### src/inc/mpdo_pkg.sv
// Shared constants and types for the motor PWM period and duty block
package mpdo_pkg;

  // Widths of the time base, duty values, postscaler and dead-time counter
  localparam int CNT_W = 15;
  localparam int DUTY_W = 16;
  localparam int POST_W = 4;
  localparam int DT_W = 6;
  localparam int NUM_GEN = 3;

  // Time base counting modes
  typedef enum logic [1:0] {
    MPDO_FREE = 2'h0,
    MPDO_SINGLE = 2'h1,
    MPDO_UPDN = 2'h2,
    MPDO_UPDN_DBL = 2'h3
  } mpdo_mode_t;

  // Values after reset and counter steps
  localparam logic [CNT_W-1:0] CNT_RST = 15'h0000;
  localparam logic [CNT_W-1:0] CNT_ONE = 15'h0001;
  localparam logic [CNT_W-1:0] PERIOD_RST = 15'h0000;
  localparam logic [DUTY_W-1:0] DUTY_RST = 16'h0000;
  localparam logic [POST_W-1:0] POST_RST = 4'h0;
  localparam logic [POST_W-1:0] POST_ONE = 4'h1;
  localparam logic [DT_W-1:0] DT_RST = 6'h00;
  localparam logic [DT_W-1:0] DT_ONE = 6'h01;

endpackage

### src/hdl/mpdo_duty_reg.sv
// Duty buffer and hidden active compare value for one generator
`timescale 1ns/100ps
module mpdo_duty_reg (
  // Clock and reset
  input wire logic mclk,
  input wire logic rst_n,
  // Software write
  input wire logic duty_wr,
  input wire logic [mpdo_pkg::DUTY_W-1:0] duty_wdata,
  // Load control
  input wire logic direct_load,
  input wire logic sync_load,
  // Stored values
  output logic [mpdo_pkg::DUTY_W-1:0] duty_buffer,
  output logic [mpdo_pkg::DUTY_W-1:0] duty_active
);
  import mpdo_pkg::*;

  // Software-visible buffer
  always_ff @(posedge mclk or negedge rst_n) begin
    if (!rst_n) begin
      duty_buffer <= DUTY_RST;
    end else if (duty_wr) begin
      duty_buffer <= duty_wdata;
    end
  end

  // Active value; a direct write beats a boundary load in the same cycle
  always_ff @(posedge mclk or negedge rst_n) begin
    if (!rst_n) begin
      duty_active <= DUTY_RST;
    end else if (duty_wr && direct_load) begin
      duty_active <= duty_wdata;
    end else if (sync_load) begin
      duty_active <= duty_buffer;
    end
  end

endmodule

### src/hdl/mpdo_pair_out.sv
// Output pin pair: complementary with dead-time blanking, or independent
`timescale 1ns/100ps
module mpdo_pair_out (
  // Clock and reset
  input wire logic mclk,
  input wire logic rst_n,
  // Compare result and pair configuration
  input wire logic cmp_in,
  input wire logic pair_independent_sel,
  input wire logic [mpdo_pkg::DT_W-1:0] dead_time,
  // Pins
  output logic out_high,
  output logic out_low
);
  import mpdo_pkg::*;

  logic cmp_q;
  logic [DT_W-1:0] dt_cnt;
  logic cmp_edge;
  logic blank;

  // Edge of the compare output starts a dead-time window
  assign cmp_edge = cmp_in != cmp_q;
  assign blank = cmp_edge ? (dead_time != DT_RST) : (dt_cnt > DT_ONE);

  // Previous compare value for edge detection
  always_ff @(posedge mclk or negedge rst_n) begin
    if (!rst_n) begin
      cmp_q <= 1'b0;
    end else begin
      cmp_q <= cmp_in;
    end
  end

  always_ff @(posedge mclk or negedge rst_n) begin
    if (!rst_n) begin
      dt_cnt <= DT_RST;
    end else if (pair_independent_sel) begin
      dt_cnt <= DT_RST;
    end else if (cmp_edge) begin
      dt_cnt <= dead_time;
    end else if (dt_cnt != DT_RST) begin
      dt_cnt <= dt_cnt - DT_ONE;
    end
  end

  // Pin drive; both low in reset so the switches start off
  always_ff @(posedge mclk or negedge rst_n) begin
    if (!rst_n) begin
      out_high <= 1'b0;
      out_low <= 1'b0;
    end else if (pair_independent_sel) begin
      out_high <= cmp_in;
      out_low <= cmp_in;
    end else begin
      out_high <= cmp_in && !blank;
      out_low <= !cmp_in && !blank;
    end
  end

endmodule

### src/hdl/mpdo_top.sv
// Motor PWM time base, period and duty buffering and output generation
//
// How it works
// - Period match clears or reverses time base
// - Edge modes load period on wrap
// - Up/down modes load period at zero
// - Stopped time base copies period continuously
// - Free-running wrap raises postscaled event
// - Single-event wrap raises event, stops run
// - Up/down zero turnaround raises postscaled event
// - Double update: events at zero and match
// - Every event sets the sticky flag
// - Single-event pulse: start, duty end, stop
// - Edge-aligned: active at zero, off at duty
// - Zero duty off, over-period duty on
// - Center: on down-match, off up-match
// - Complementary pair never both active
// - Independent pair: no dead time, both pins follow compare
// - Edge modes load duty on wrap
// - Stopped time base: duty writes apply at once
// - Up/down loads duty at zero turnaround
// - Double update loads duty at zero, match
// - Immediate update applies writes at once
// - Immediate update lengthens, shortens or starts pulses
// - Duty upper bits compare, bit 0 halves
`timescale 1ns/100ps
module mpdo_top #(
  parameter int NUM_GEN = mpdo_pkg::NUM_GEN
) (
  // Clock and reset
  input wire logic mclk,
  input wire logic rst_n,
  // Prescaled counting strobe and prescaler half-phase
  input wire logic count_tick,
  input wire logic half_phase,
  // Time base control
  input wire mpdo_pkg::mpdo_mode_t timebase_mode_sel,
  input wire logic [mpdo_pkg::POST_W-1:0] output_postscale_sel,
  input wire logic run_wr,
  input wire logic run_wdata,
  // Period buffer write
  input wire logic period_wr,
  input wire logic [mpdo_pkg::CNT_W-1:0] period_wdata,
  // Duty buffer writes, one strobe per generator, shared data
  input wire logic [NUM_GEN-1:0] duty_wr,
  input wire logic [mpdo_pkg::DUTY_W-1:0] duty_wdata,
  // Output configuration
  input wire logic immediate_update_en,
  input wire logic [NUM_GEN-1:0] pair_independent_sel,
  input wire logic [mpdo_pkg::DT_W-1:0] dead_time,
  // Event flag clear
  input wire logic pwm_event_flag_clr,
  // Time base status
  output logic timebase_run,
  output logic [mpdo_pkg::CNT_W-1:0] timebase_counter,
  output logic count_down_flag,
  output logic [mpdo_pkg::CNT_W-1:0] period_buffer,
  output logic pwm_event_flag,
  // Pins
  output logic [NUM_GEN-1:0] pwm_high,
  output logic [NUM_GEN-1:0] pwm_low
);
  import mpdo_pkg::*;

  ////////////////////////////////////////////////////////////////////////////
  // Declarations

  logic [CNT_W-1:0] period_active;
  logic edge_mode;
  logic counting;
  logic period_match;
  logic wrap_ev;
  logic upzero_ev;
  logic upmatch_ev;
  logic sync_load;
  logic direct_load;
  logic post_in;
  logic post_hit;
  logic event_now;
  logic [POST_W-1:0] post_cnt;
  logic [NUM_GEN-1:0] cmp_state;
  logic [DUTY_W-1:0] duty_active [NUM_GEN];

  // Duty match at full or half count point
  function automatic logic duty_hit(input logic [CNT_W-1:0] cnt,
                                    input logic [DUTY_W-1:0] duty,
                                    input logic half);
    duty_hit = (cnt == duty[DUTY_W-1:1]) && (!duty[0] || half);
  endfunction

  ////////////////////////////////////////////////////////////////////////////
  // Time base boundary strobes

  assign edge_mode = !timebase_mode_sel[1];
  assign counting = timebase_run && count_tick;
  assign period_match = timebase_counter == period_active;
  // Edge modes: match seen on a tick, counter clears on this edge
  assign wrap_ev = counting && edge_mode && period_match;
  // Up/down: counter reaches zero and turns upward
  assign upzero_ev = counting && !edge_mode && count_down_flag &&
                     (timebase_counter <= CNT_ONE);
  // Up/down: period match while counting up, turns downward
  assign upmatch_ev = counting && !edge_mode && !count_down_flag && period_match;

  ////////////////////////////////////////////////////////////////////////////
  // Time base counter and direction

  always_ff @(posedge mclk or negedge rst_n) begin
    if (!rst_n) begin
      timebase_counter <= CNT_RST;
    end else if (counting) begin
      if (wrap_ev || upzero_ev) begin
        timebase_counter <= CNT_RST;
      end else if (upmatch_ev) begin
        // A zero period keeps the counter parked at zero
        if (timebase_counter != CNT_RST) begin
          timebase_counter <= timebase_counter - CNT_ONE;
        end
      end else if (!edge_mode && count_down_flag) begin
        timebase_counter <= timebase_counter - CNT_ONE;
      end else begin
        timebase_counter <= timebase_counter + CNT_ONE;
      end
    end
  end

  always_ff @(posedge mclk or negedge rst_n) begin
    if (!rst_n) begin
      count_down_flag <= 1'b0;
    end else if (edge_mode) begin
      count_down_flag <= 1'b0;
    end else if (upmatch_ev) begin
      count_down_flag <= 1'b1;
    end else if (upzero_ev) begin
      count_down_flag <= 1'b0;
    end
  end

  ////////////////////////////////////////////////////////////////////////////
  // Run bit: software write wins over the single-event stop

  always_ff @(posedge mclk or negedge rst_n) begin
    if (!rst_n) begin
      timebase_run <= 1'b0;
    end else if (run_wr) begin
      timebase_run <= run_wdata;
    end else if (wrap_ev && timebase_mode_sel == MPDO_SINGLE) begin
      timebase_run <= 1'b0;
    end
  end

  ////////////////////////////////////////////////////////////////////////////
  // Period double buffer

  // Software-visible period buffer
  always_ff @(posedge mclk or negedge rst_n) begin
    if (!rst_n) begin
      period_buffer <= PERIOD_RST;
    end else if (period_wr) begin
      period_buffer <= period_wdata;
    end
  end

  // Active period follows the buffer while stopped and changes only at boundaries while running, so a period never glitches
  always_ff @(posedge mclk or negedge rst_n) begin
    if (!rst_n) begin
      period_active <= PERIOD_RST;
    end else if (!timebase_run) begin
      period_active <= period_buffer;
    end else if (wrap_ev) begin
      period_active <= period_buffer;
    end else if (upzero_ev) begin
      period_active <= period_buffer;
    end
  end

  ////////////////////////////////////////////////////////////////////////////
  // Postscaler and event flag

  assign post_in = (timebase_mode_sel == MPDO_FREE && wrap_ev) ||
                   (timebase_mode_sel == MPDO_UPDN && upzero_ev);
  assign post_hit = post_in && (post_cnt == output_postscale_sel);
  assign event_now = post_hit ||
                     (timebase_mode_sel == MPDO_SINGLE && wrap_ev) ||
                     (timebase_mode_sel == MPDO_UPDN_DBL && (upzero_ev || upmatch_ev));

  always_ff @(posedge mclk or negedge rst_n) begin
    if (!rst_n) begin
      post_cnt <= POST_RST;
    end else if (!timebase_run) begin
      post_cnt <= POST_RST;
    end else if (post_in) begin
      post_cnt <= post_hit ? POST_RST : post_cnt + POST_ONE;
    end
  end

  always_ff @(posedge mclk or negedge rst_n) begin
    if (!rst_n) begin
      pwm_event_flag <= 1'b0;
    end else if (event_now) begin
      pwm_event_flag <= 1'b1;
    end else if (pwm_event_flag_clr) begin
      pwm_event_flag <= 1'b0;
    end
  end

  ////////////////////////////////////////////////////////////////////////////
  // Duty load timing shared by all generators

  assign sync_load = wrap_ev || upzero_ev ||
                     (timebase_mode_sel == MPDO_UPDN_DBL && upmatch_ev);
  assign direct_load = !timebase_run || immediate_update_en;

  ////////////////////////////////////////////////////////////////////////////
  // Generators: duty registers, compare output, pin pair

  for (genvar g = 0; g < NUM_GEN; g++) begin : gen_ch
    logic [DUTY_W-1:0] duty_now;
    logic hit;
    logic next_cmp;

    assign duty_now = duty_active[g];
    assign hit = duty_hit(timebase_counter, duty_now, half_phase);

    mpdo_duty_reg u_duty (
      .mclk(mclk),
      .rst_n(rst_n),
      .duty_wr(duty_wr[g]),
      .duty_wdata(duty_wdata),
      .direct_load(direct_load),
      .sync_load(sync_load),
      .duty_buffer(),
      .duty_active(duty_active[g])
    );

    // Compare output next state, in priority order
    always_comb begin
      next_cmp = cmp_state[g];
      // The compare output lags the counter by one edge, so the stop is seen
      // through the cleared run bit; that keeps the last count of the pulse
      if (timebase_mode_sel == MPDO_SINGLE && !timebase_run) begin
        next_cmp = 1'b0;
      end else if (duty_now == DUTY_RST) begin
        next_cmp = 1'b0;
      end else if (duty_now[DUTY_W-1:1] > period_active) begin
        next_cmp = 1'b1;
      end else if (duty_wr[g] && immediate_update_en && timebase_run) begin
        // Lengthen, shorten or start; late low duty waits
        if (cmp_state[g] && duty_wdata[DUTY_W-1:1] <= timebase_counter) begin
          next_cmp = 1'b0;
        end else if (!cmp_state[g] && duty_wdata[DUTY_W-1:1] > timebase_counter) begin
          next_cmp = 1'b1;
        end
      end else if (edge_mode) begin
        if (hit) begin
          next_cmp = 1'b0;
        end else if (timebase_counter == CNT_RST) begin
          next_cmp = 1'b1;
        end
      end else if (hit) begin
        next_cmp = count_down_flag;
      end
    end

    // Registered compare output
    always_ff @(posedge mclk or negedge rst_n) begin
      if (!rst_n) begin
        cmp_state[g] <= 1'b0;
      end else begin
        cmp_state[g] <= next_cmp;
      end
    end

    mpdo_pair_out u_pair (
      .mclk(mclk),
      .rst_n(rst_n),
      .cmp_in(cmp_state[g]),
      .pair_independent_sel(pair_independent_sel[g]),
      .dead_time(dead_time),
      .out_high(pwm_high[g]),
      .out_low(pwm_low[g])
    );
  end

endmodule

### config.mk
export PLATFORM = sky130hd
export DESIGN_NAME = mpdo_top
export DESIGN_NICKNAME = d
export VERILOG_FILES = /design/src/inc/mpdo_pkg.sv /design/src/hdl/mpdo_duty_reg.sv /design/src/hdl/mpdo_pair_out.sv /design/src/hdl/mpdo_top.sv
export SDC_FILE = /design/constraint.sdc
export NUM_CORES = 1
export LEC_CHECK = 0
export BUFFER_PORTS_ARGS = -buffer_cell sky130_fd_sc_hd__buf_2
export CORE_ASPECT_RATIO = 1.2
export CORE_MARGIN = 5
export CORE_UTILIZATION = 61
export CTS_CLUSTER_SIZE = 12
export DETAILED_ROUTE_END_ITERATION = 16
export PLACE_DENSITY_LB_ADDON = 0.12
export SLEW_MARGIN = 20
export SYNTH_ARGS = -nofsm -noshare
export SYNTH_HDL_FRONTEND = slang
export SYNTH_HIERARCHICAL = 1
export SYNTH_SLANG_ARGS = --single-unit
### constraint.sdc
create_clock -name mclk -period 3.28 [get_ports mclk]
set_input_delay 0.492 -clock mclk [delete_from_list [all_inputs] [get_ports mclk]]
set_output_delay 0.492 -clock mclk [all_outputs]
set_load 0.02 [all_outputs]
==> results of run 1 <==
==> cell type report <==
class | count | area [um2]
Inverter | 50 | 188
Multi-Input combinational cell | 820 | 6300
Sequential cell | 178 | 4450
Fill cell | 1467 | 5700
Clock inverter | 12 | 141
Clock buffer | 20 | 447
Tap cell | 252 | 315
Timing Repair Buffer | 125 | 767
==> per-stage QoR <==
stage | area [um2] | total power, W
2_1_floorplan | 11400 | 0.00497
3_3_place_gp | 12000 | 0.00573
3_5_place_dp | 12000 | 0.00581
4_1_cts | 12600 | 0.00789
5_1_grt | 12600 | 0.00837
6_report | 12600 | 0.00789
==> kinds of logic (layout without fill, tap and decap cells) <==
kind of cell | Yosys count | count (layout) | share of synthesized area
AND/OR/NAND/NOR | 327 | 327 | 0.165
XOR/XNOR | 80 | 80 | 0.0615
AO/OA/AOI/OAI | 216 | 216 | 0.115
buffers and inverters | 113 | 207 | 0.0568
adder cells (fa/ha/maj) | 73 | 73 | 0.0802
flip-flops | 178 | 178 | 0.391
multiplexers | 124 | 124 | 0.130
==> report_power, final <==
part	total, W	internal, W	switching (W)
Clock	0.00207	0.00116	0.000912
Sequential	0.00310	0.00255	0.000542
Combinational	0.00272	0.00119	0.00153
==> flip-flops by register name, indices dropped and copies added (netlist names) <==
signal                     count
cmp_state                      3
count_down_flag                1
gen_ch.u_duty/duty_active     48
gen_ch.u_duty/duty_buffer     48
gen_ch.u_pair/cmp_q            3
gen_ch.u_pair/dt_cnt          18
gen_ch.u_pair/out_high         3
gen_ch.u_pair/out_low          3
period_active                 15
period_buffer                 15
post_cnt                       4
pwm_event_flag                 1
timebase_counter              15
timebase_run                   1
==> routing by layer <==
metal	vias to the layer above	part of all wire	track usage
li1	4209	-	-
met1	4490	0.40	0.393
met2	386	0.49	0.508
met3	91	0.065	0.0469
met4	0	0.040	0.118
met5	-	0	0
==> worst max-delay path, delay by kind of cell (launching register included) <==
kind / cells / cell delay (ns)
AND/OR/NAND/NOR: 4 / 1.00
flip-flops: 1 / 0.78
XOR/XNOR: 1 / 0.35
AO/OA/AOI/OAI: 2 / 0.84
==> worst paths after layout <==
kind	end	slack, ns	cells past startpoint
max in group asynchronous	gen_ch[0].u_duty/duty_active[15]$_DFFE_PN0P_	2.51	2
max reg2reg	timebase_counter[10]$_DFFE_PN0P_	0.19	7
min in group mclk	pwm_event_flag$_DFFE_PN0P_	0.25	2
max	timebase_counter[10]$_DFFE_PN0P_	0.19	7
min	gen_ch[0].u_pair/dt_cnt[4]$_DFFE_PN0P_	-0.02	1
min reg2reg	gen_ch[1].u_duty/duty_buffer[0]$_DFFE_PN0P_	0.51	1
==> synthesized netlist by cell type (all sizes together) (2+ instances only) <==
master,number
nor2b,11
xnor2,59
o21ai,97
nand3,81
a21oi,53
o41ai,3
mux2,69
o31ai,6
nand4,38
o21bai,3
xor2,21
ha,73
nor2,37
or3,8
a21o,13
and2,6
nor4,38
o21a,5
o221ai,3
and4b,3
nor3,19
or2,4
a211o,4
a311o,3
inv,50
and3,6
clkbuf,11
dfrtp,178
buf,52
or4,2
nand3b,4
nor3b,3
a31oi,3
o211ai,3
nand2,60
o32ai,2
a211oi,11
mux2i,55
o2111ai,3
==> results.py, run 1 <==
metrics = {
    "status": {
        "outcome": "finished with violations",
        "failed_checks": "negative hold slack",
    },
    "setup_path": {
        "required_ns": 3.60,
        "r2r-start": "timebase_counter[2]$_DFFE_PN0P_",
        "start_kind": "flip-flop",
        "setup.worst_path.class": "flip-flop to flip-flop",
        "cp_cell_sequence": "xor2_1 -> nor4_4 -> and4bb_2 -> o21ai_2 -> nand4_1 -> and4_1 -> a211o_1",
        "cpPeakStageDelay_ns": 0.78,
        "crit_arrival_ns": 3.41,
        "crit_path_end_kind": "flip-flop",
        "crit_slowest_cell": "dfrtp_1",
        "cp_max_fo": 14,
        "startpoint": "timebase_counter[2]$_DFFE_PN0P_",
    },
    "global_routing": {
        "grt_pass1_wl_mm": 51.3,
        "grt_pass1_vias": 9131,
        "gr-usage-all-layers": 0.303,
        "grt_start_max_net_pins": 72,
        "gr-total-overflow": 0,
        "antenna_found_initial": 0,
    },
    "timing": {
        "finalCriticalPeriod_ns": 3.09,
        "fmax_ghz": 0.324,
        "setup_tns_ns": 0,
        "rsz0062_at_grt": "false",
        "drv_slew": 0,
        "hold_viol": 3,
        "relSlewSlack": 0.383,
        "setup_viol": 0,
        "setup_slack_ns": 0.191,
        "finalCritPeriodShare": 0.942,
        "fin_worst_skew_ns": 0.00791,
        "holdWs_ns": -0.0153,
        "worstMarginPinSlew_ns": 0.917,
    },
    "synthesis": {
        "synth_area_mm2": 0.0114,
        "ys_ff_latch": 178,
        "synth.area.top_cells": "dfrtp_1 39%, ha_1 8.0%, mux2_4 5.5%",
        "syn_area_per_cell_um2": 10.3,
        "synth_ff_type": "dfrtp_1",
        "synth_edf_count": 0,
        "synth_nets": 1242,
        "synth_top_area_cell": "dfrtp_1",
        "async_flop_share": 1.00,
        "yosysSeqAreaShare": 0.391,
        "yosysWarnings": 6,
        "synth_cells": 1111,
        "synth.top_cell.area_share": 0.391,
        "yosys.cell_types.count": 68,
    },
    "layout": {
        "area_growth_pct": 10.7,
        "fin_util": 0.689,
        "nets": 1323,
        "diodes": 0,
        "final_cell_mix": "178 x dfrtp_1, 95 x buf_2, 81 x nand3_1, 73 x ha_1, 59 x xnor2_1",
        "layout_commonest_cell": "dfrtp_1",
        "instances_no_fill": 1457,
        "drive_gt1_frac": 0.222,
    },
    "placed_design": {
        "dp_slack_ns": 0.303,
        "place_hpwl_mm": 24.2,
        "post-place-cells": 1425,
        "gp_congestion": 1.01,
        "port_buffers": 96,
    },
    "clocking": {
        "cts_buffer_depth": 2,
        "path_clk_slew_ns": 0.07,
        "cts-resized-gates": 0,
        "postCtsSetupRepairBufs": 0,
        "cts_max_level": 4,
        "cts_tree": "done",
        "root_buffer": "clkbuf_16",
        "hold_buffers": 0,
        "clkLatencyLatePin_ns": 0.43,
        "cts_sinks": 178,
        "numCtsBuffers": 17,
    },
    "routing": {
        "routed_wirelength_mm": 32.2,
        "ant_nets": 0,
        "drtIter0Drc": 948,
        "via_per_inst": 6.30,
        "dr.pass1.iters": 6,
        "vias": 9176,
        "avgRoutedWirePerCell_um": 22.1,
        "detail_route.drc_violations": 0,
    },
    "floorplan": {
        "start_util": 0.622,
        "io_pins": 97,
        "fp.dieW_um": 135,
        "core.rowCount": 54,
        "die_y_um": 160,
        "coreArea_mm2": 0.0183,
        "die-area_mm2": 0.0215,
    },
    "pwr": {
        "leakage_nw": 5.57,
        "power_density_mw_per_mm2": 626,
        "ir_drop_mv": 0.353,
    },
    "job": {
        "max_cap_violations": 0,
    },
    "worst_hold_path": {
        "holdCritPathClass": "primary input to asynchronous set/reset pin",
    },
}
Power figures use the tool's default switching activity.
==> run 2, diff against run 1 <==
--- a/config.mk
+++ b/config.mk
@@ -11,7 +11,7 @@
 export CORE_UTILIZATION = 61
 export CTS_CLUSTER_SIZE = 12
 export DETAILED_ROUTE_END_ITERATION = 16
-export PLACE_DENSITY_LB_ADDON = 0.12
+export PLACE_DENSITY = 0.8
 export SLEW_MARGIN = 20
 export SYNTH_ARGS = -nofsm -noshare
 export SYNTH_HDL_FRONTEND = slang
==> constraint.sdc (replaced) <==
create_clock -name mclk -period 2.9 [get_ports mclk]
set_input_delay 0.435 -clock mclk [delete_from_list [all_inputs] [get_ports mclk]]
set_output_delay 0.435 -clock mclk [all_outputs]
set_load 0.02 [all_outputs]
==> run 2 against run 1 <==
- the flow still finishes with violations (negative hold slack)
- routed wire length rose by 2.4%
- register-to-register slack got worse by 0.08 ns
- hold slack improved by 0.0054 ns
- highest routed layer unchanged
- critical path type unchanged
- power rose by 13%
- critical endpoint is now cmp_state[2]$_DFFE_PN0P_
- largest cell class unchanged
- clock power rose by 8%
- flip-flop and latch count did not move
- maximum frequency rose by 11%
==> results.py, run 2 (synthesized netlist as in run 1, its figures left out) <==
metrics = {
    "status": {
        "outcome": "finished with violations",
        "failed_checks": "negative hold slack",
    },
    "setup_path": {
        "crit_arrival_ns": 3.08,
        "crit_slowest_cell": "dfrtp_1",
        "cp_cell_sequence": "inv_2 -> ha_1 -> a21oi_1 -> nor2_1 -> a211oi_1 -> o21ai_0 -> o31ai_2 -> ha_1 -> a21oi_1 -> nor2_1 -> a31oi_1 -> a21oi_1",
        "r2r_slack_ns": 0.11,
        "required_ns": 3.19,
        "cpMostUsedCell": "a21oi_1",
        "setup.worst_path.class": "flip-flop to flip-flop",
        "cp_max_fo": 9,
        "crit_path_end_kind": "flip-flop",
        "r2r_cells": 12,
        "start_kind": "flip-flop",
        "cpPeakStageDelay_ns": 0.56,
    },
    "layout": {
        "drive_gt1_frac": 0.230,
        "instances_no_fill": 1467,
        "top_regs": "gen_ch.u_duty/duty_active: 48 flops, gen_ch.u_duty/duty_buffer: 48 flops, gen_ch.u_pair/dt_cnt: 18 flops",
        "area_growth_pct": 11.1,
        "layout_commonest_cell": "dfrtp_1",
        "nets": 1334,
        "diodes": 0,
        "final_cell_mix": "177 x dfrtp_1, 95 x buf_2, 81 x nand3_1, 73 x ha_1, 59 x xnor2_1",
    },
    "floorplan": {
        "start_util": 0.622,
        "fp.dieW_um": 135,
        "die_y_um": 160,
        "core.rowCount": 54,
        "io_pins": 97,
        "coreArea_mm2": 0.0183,
        "die-area_mm2": 0.0215,
    },
    "pwr": {
        "swShare": 0.381,
        "p_sw_w": 0.00339,
        "internal-power_w": 0.00549,
        "ir_drop_mv": 0.424,
        "total_power_w": 0.00888,
        "power_density_mw_per_mm2": 702,
        "leakage_nw": 5.59,
        "pwr-share-comb": 0.356,
        "clkPwrFrac": 0.252,
        "seqPwrFrac": 0.392,
    },
    "clocking": {
        "postCtsSetupRepairBufs": 0,
        "clkLatencyLatePin_ns": 0.43,
        "cts-resized-gates": 0,
        "numCtsBuffers": 17,
        "cts_buffer_depth": 2,
        "hold_buffers": 0,
        "cts_tree": "done",
        "path_clk_slew_ns": 0.06,
        "cts_max_level": 4,
        "cts_sinks": 178,
        "root_buffer": "clkbuf_16",
    },
    "placed_design": {
        "gp_congestion": 1.01,
        "place_hpwl_mm": 24.4,
        "post-place-cells": 1436,
        "dp_slack_ns": 0.107,
        "port_buffers": 96,
    },
    "timing": {
        "relSlewSlack": 0.492,
        "hold_viol": 14,
        "drv_slew": 0,
        "worstMarginPinSlew_ns": 0.756,
        "finalCritPeriodShare": 0.962,
        "setup_slack_ns": 0.109,
        "fmax_ghz": 0.358,
        "fin_worst_skew_ns": 0.0121,
        "finalCriticalPeriod_ns": 2.79,
        "setup_viol": 0,
        "holdWs_ns": -0.00982,
    },
    "routing": {
        "routed_wirelength_mm": 33.0,
        "dr.pass1.iters": 6,
        "via_per_inst": 6.42,
        "ant_nets": 0,
        "avgRoutedWirePerCell_um": 22.5,
        "vias": 9412,
        "detail_route.drc_violations": 0,
        "drtIter0Drc": 841,
    },
    "worst_hold_path": {
        "holdCritPathClass": "primary input to asynchronous set/reset pin",
    },
    "global_routing": {
        "grt_pass1_wl_mm": 51.4,
        "grt_start_max_net_pins": 62,
        "gr-usage-all-layers": 0.305,
        "grt_pass1_vias": 9388,
        "gr-total-overflow": 0,
        "antenna_found_initial": 0,
    },
    "job": {
        "max_cap_violations": 0,
    },
}
## run 2: power groups by stage
stage | registers, W | clock network, W | logic, W
2_1_floorplan | 0.00341 | 0 | 0.00221
3_3_place_gp | 0.00350 | 0 | 0.00302
3_5_place_dp | 0.00351 | 0 | 0.00310
4_1_cts | 0.00347 | 0.00225 | 0.00314
5_1_grt | 0.00352 | 0.00236 | 0.00349
6_report | 0.00348 | 0.00223 | 0.00316
## run 2: per-layer routing
metal / global-route usage / vias to the layer above / part of all wire
li1: - / 4225 / -
met1: 0.377 / 4564 / 0.38
met2: 0.497 / 483 / 0.48
met3: 0.0525 / 140 / 0.073
met4: 0.184 / 0 / 0.066
met5: 0 / - / 0
## run 2: layout make-up
cell class | instances | area, um2
inverters | 50 | 188
well taps | 252 | 315
clock inverters | 10 | 103
fillers | 1396 | 5660
multi-input cells | 820 | 6300
repair buffers | 136 | 825
flip-flops and latches | 178 | 4460
clock buffers | 21 | 460
## run 2: metrics by stage
step	TNS (ns)	area, um2	utilization
2_1_floorplan	0	11400	-
6_report	0	12600	0.691
5_1_grt	-0.0908	12600	0.691
3_5_place_dp	0	12100	0.660
4_1_cts	0	12600	0.691
3_3_place_gp	0	12100	0.660
## run 2: critical path: cells and delay by family (launching register included)
kind / cells / cell delay [ns]
AO/OA/AOI/OAI: 7 / 1.29
flip-flops: 1 / 0.56
adder cells (fa/ha/maj): 2 / 0.52
buffers and inverters: 1 / 0.15
AND/OR/NAND/NOR: 2 / 0.12
## run 2: final timing paths
kind | to | start
max | cmp_state[2]$_DFFE_PN0P_ | timebase_counter[7]$_DFFE_PN0P_
min | gen_ch[0].u_duty/duty_buffer[5]$_DFFE_PN0P_ | rst_n
max reg2reg | cmp_state[2]$_DFFE_PN0P_ | timebase_counter[7]$_DFFE_PN0P_
min reg2reg | gen_ch[1].u_duty/duty_buffer[1]$_DFFE_PN0P_ | gen_ch[1].u_duty/duty_buffer[1]$_DFFE_PN0P_
max in group asynchronous | timebase_counter[10]$_DFFE_PN0P_ | rst_n
min in group mclk | pwm_event_flag$_DFFE_PN0P_ | pwm_event_flag_clr
==> run 3, diff against run 2 <==
==> constraint.sdc (replaced) <==
create_clock -name mclk -period 2.8 [get_ports mclk]
set_input_delay 0.42 -clock mclk [delete_from_list [all_inputs] [get_ports mclk]]
set_output_delay 0.42 -clock mclk [all_outputs]
set_load 0.02 [all_outputs]
==> run 3 against run 2 <==
- the flow now finishes without violations
- cell area up 0.88%
- flip-flop and latch count unchanged
- critical path depth shrank 3
- clock skew shrank 0.0038 ns
- combinational power increased by 4%
- global-route usage is 1.2 points higher
- sequential power up 4%
==> results.py, run 3 (synthesized netlist as in run 1, its figures left out) <==
metrics = {
    "clocking": {
        "root_buffer": "clkbuf_16",
        "cts_max_level": 4,
        "cts_tree": "done",
        "cts_sinks": 178,
        "clkLatencyLatePin_ns": 0.44,
        "numCtsBuffers": 17,
        "cts_buffer_depth": 2,
        "path_clk_slew_ns": 0.07,
        "postCtsSetupRepairBufs": 0,
    },
    "pwr": {
        "p_sw_w": 0.00357,
        "clkPwrFrac": 0.247,
        "pwr-share-comb": 0.360,
        "seqPwrFrac": 0.393,
        "internal-power_w": 0.00560,
        "swShare": 0.389,
        "power_density_mw_per_mm2": 719,
        "total_power_w": 0.00917,
        "ir_drop_mv": 0.488,
        "leakage_nw": 5.66,
    },
    "timing": {
        "setup_viol": 0,
        "worstMarginPinSlew_ns": 0.788,
        "relSlewSlack": 0.470,
        "fmax_ghz": 0.375,
        "finalCriticalPeriod_ns": 2.66,
        "finalCritPeriodShare": 0.952,
        "hold_viol": 0,
        "fin_worst_skew_ns": 0.00835,
        "setup_tns_ns": 0,
        "rsz0062_at_grt": "false",
        "drv_slew": 0,
        "holdWs_ns": 0.162,
    },
    "job": {
        "max_cap_violations": 0,
    },
    "layout": {
        "drive_gt1_frac": 0.237,
        "layout_commonest_cell": "dfrtp_1",
        "fillCellCount": 1392,
        "nets": 1346,
        "instances_no_fill": 1479,
        "diodes": 0,
        "fin_util": 0.697,
        "final_cell_mix": "177 x dfrtp_1, 95 x buf_2, 81 x nand3_1, 73 x ha_1, 59 x xnor2_1",
        "top_regs": "gen_ch.u_duty/duty_active: 48 flops, gen_ch.u_duty/duty_buffer: 48 flops, gen_ch.u_pair/dt_cnt: 18 flops",
        "area_growth_pct": 12.1,
    },
    "routing": {
        "ant_nets": 0,
        "detail_route.drc_violations": 0,
        "via_per_inst": 6.48,
        "routed_wirelength_mm": 33.4,
        "vias": 9585,
        "avgRoutedWirePerCell_um": 22.6,
        "dr.pass1.iters": 6,
        "drtIter0Drc": 986,
    },
    "worst_hold_path": {
        "holdCritPathClass": "primary input to flip-flop",
    },
    "placed_design": {
        "port_buffers": 96,
        "gp_congestion": 1.02,
        "post-place-cells": 1447,
        "place_hpwl_mm": 25.0,
    },
    "setup_path": {
        "cp_cell_sequence": "xnor2_1 -> nand4_1 -> nor2_1 -> nand4_1 -> buf_4 -> o21ai_4 -> buf_4 -> mux2i_1 -> o21ai_1",
        "crit_arrival_ns": 2.99,
        "required_ns": 3.12,
        "cp_max_fo": 8,
        "start_kind": "flip-flop",
        "crit_slowest_cell": "dfrtp_1",
        "setup.worst_path.class": "flip-flop to flip-flop",
        "crit_path_end_kind": "flip-flop",
        "cpPeakStageDelay_ns": 0.63,
    },
    "global_routing": {
        "antenna_found_initial": 0,
        "grt_pass1_vias": 9791,
        "gr-usage-all-layers": 0.316,
        "gr-total-overflow": 0,
        "grt_pass1_wl_mm": 53.7,
        "grt_start_max_net_pins": 68,
    },
    "floorplan": {
        "fp.dieW_um": 135,
        "core.rowCount": 54,
        "io_pins": 97,
        "die-area_mm2": 0.0215,
        "start_util": 0.622,
        "coreArea_mm2": 0.0183,
        "die_y_um": 160,
    },
    "status": {
        "outcome": "complete, no violations",
    },
}
run 3: repair_timing:
| action | CTS | global route |
|---|---|---|
| resized for setup | 0 | 2 |
| setup endpoints to repair | 0 | 2 |
| hold buffers | 1 | 0 |
| endpoints found under the hold margin | 6 | 0 |
run 3: power by group through the flow:
stage	clock network, W	registers [W]	logic (W)
final	0.00226	0.00361	0.00330
after global routing	0.00239	0.00364	0.00366
after CTS	0.00227	0.00358	0.00327
after detailed placement	0	0.00363	0.00324
after global placement	0	0.00360	0.00314
after floorplan	0	0.00353	0.00229
run 3: final timing paths:
kind	cells past startpoint	slack [ns]	to	start
setup / recovery	9	0.14	gen_ch[2].u_duty/duty_active[11]$_DFFE_PN0P_	timebase_counter[0]$_DFFE_PN0P_
hold / removal	2	0.16	pwm_event_flag$_DFFE_PN0P_	pwm_event_flag_clr
setup reg to reg	9	0.14	gen_ch[2].u_duty/duty_active[11]$_DFFE_PN0P_	timebase_counter[0]$_DFFE_PN0P_
hold reg to reg	1	0.51	gen_ch[1].u_duty/duty_buffer[9]$_DFFE_PN0P_	gen_ch[1].u_duty/duty_buffer[9]$_DFFE_PN0P_
max in group asynchronous	3	1.41	timebase_counter[8]$_DFFE_PN0P_	rst_n
min in group asynchronous	2	0.54	gen_ch[2].u_duty/duty_buffer[9]$_DFFE_PN0P_	rst_n
run 3: cell type report:
class                   instances  area [um2]  share of cell area
multi-input cells             820        6300               0.494
well taps                     252         315              0.0247
clock buffers                  19         443              0.0347
clock inverters                12         101             0.00794
inverters                      50         188              0.0147
flip-flops and latches        178        4460               0.349
repair buffers                148         955              0.0748
run 3: routing by layer:
layer  vias to the layer above  GRT usage  share of wire
met1                      4665      0.398           0.38
met5                         -          0              0
met3                       144     0.0491          0.079
li1                       4262          -              -
met4                         0      0.174          0.064
met2                       514      0.521           0.48
run 3: critical path, delay by kind of cell, from the launching register on:
| kind | cells | cell delay (ns) |
|---|---|---|
| xor gates and xnor gates | 1 | 0.18 |
| buffers and inverters | 2 | 0.43 |
| and+or+nand+nor | 3 | 0.52 |
| AOI/OAI and AO/OA | 2 | 0.53 |
| muxes | 1 | 0.25 |
| DFF | 1 | 0.63 |
run 3: metrics by stage:
step           setup WS [ns]  instance area (um2)
6_report               0.135                12800
5_1_grt               0.0320                12800
4_1_cts                0.122                12800
3_5_place_dp         -0.0358                12200
3_3_place_gp        -0.00127                12200
2_1_floorplan          0.126                11400
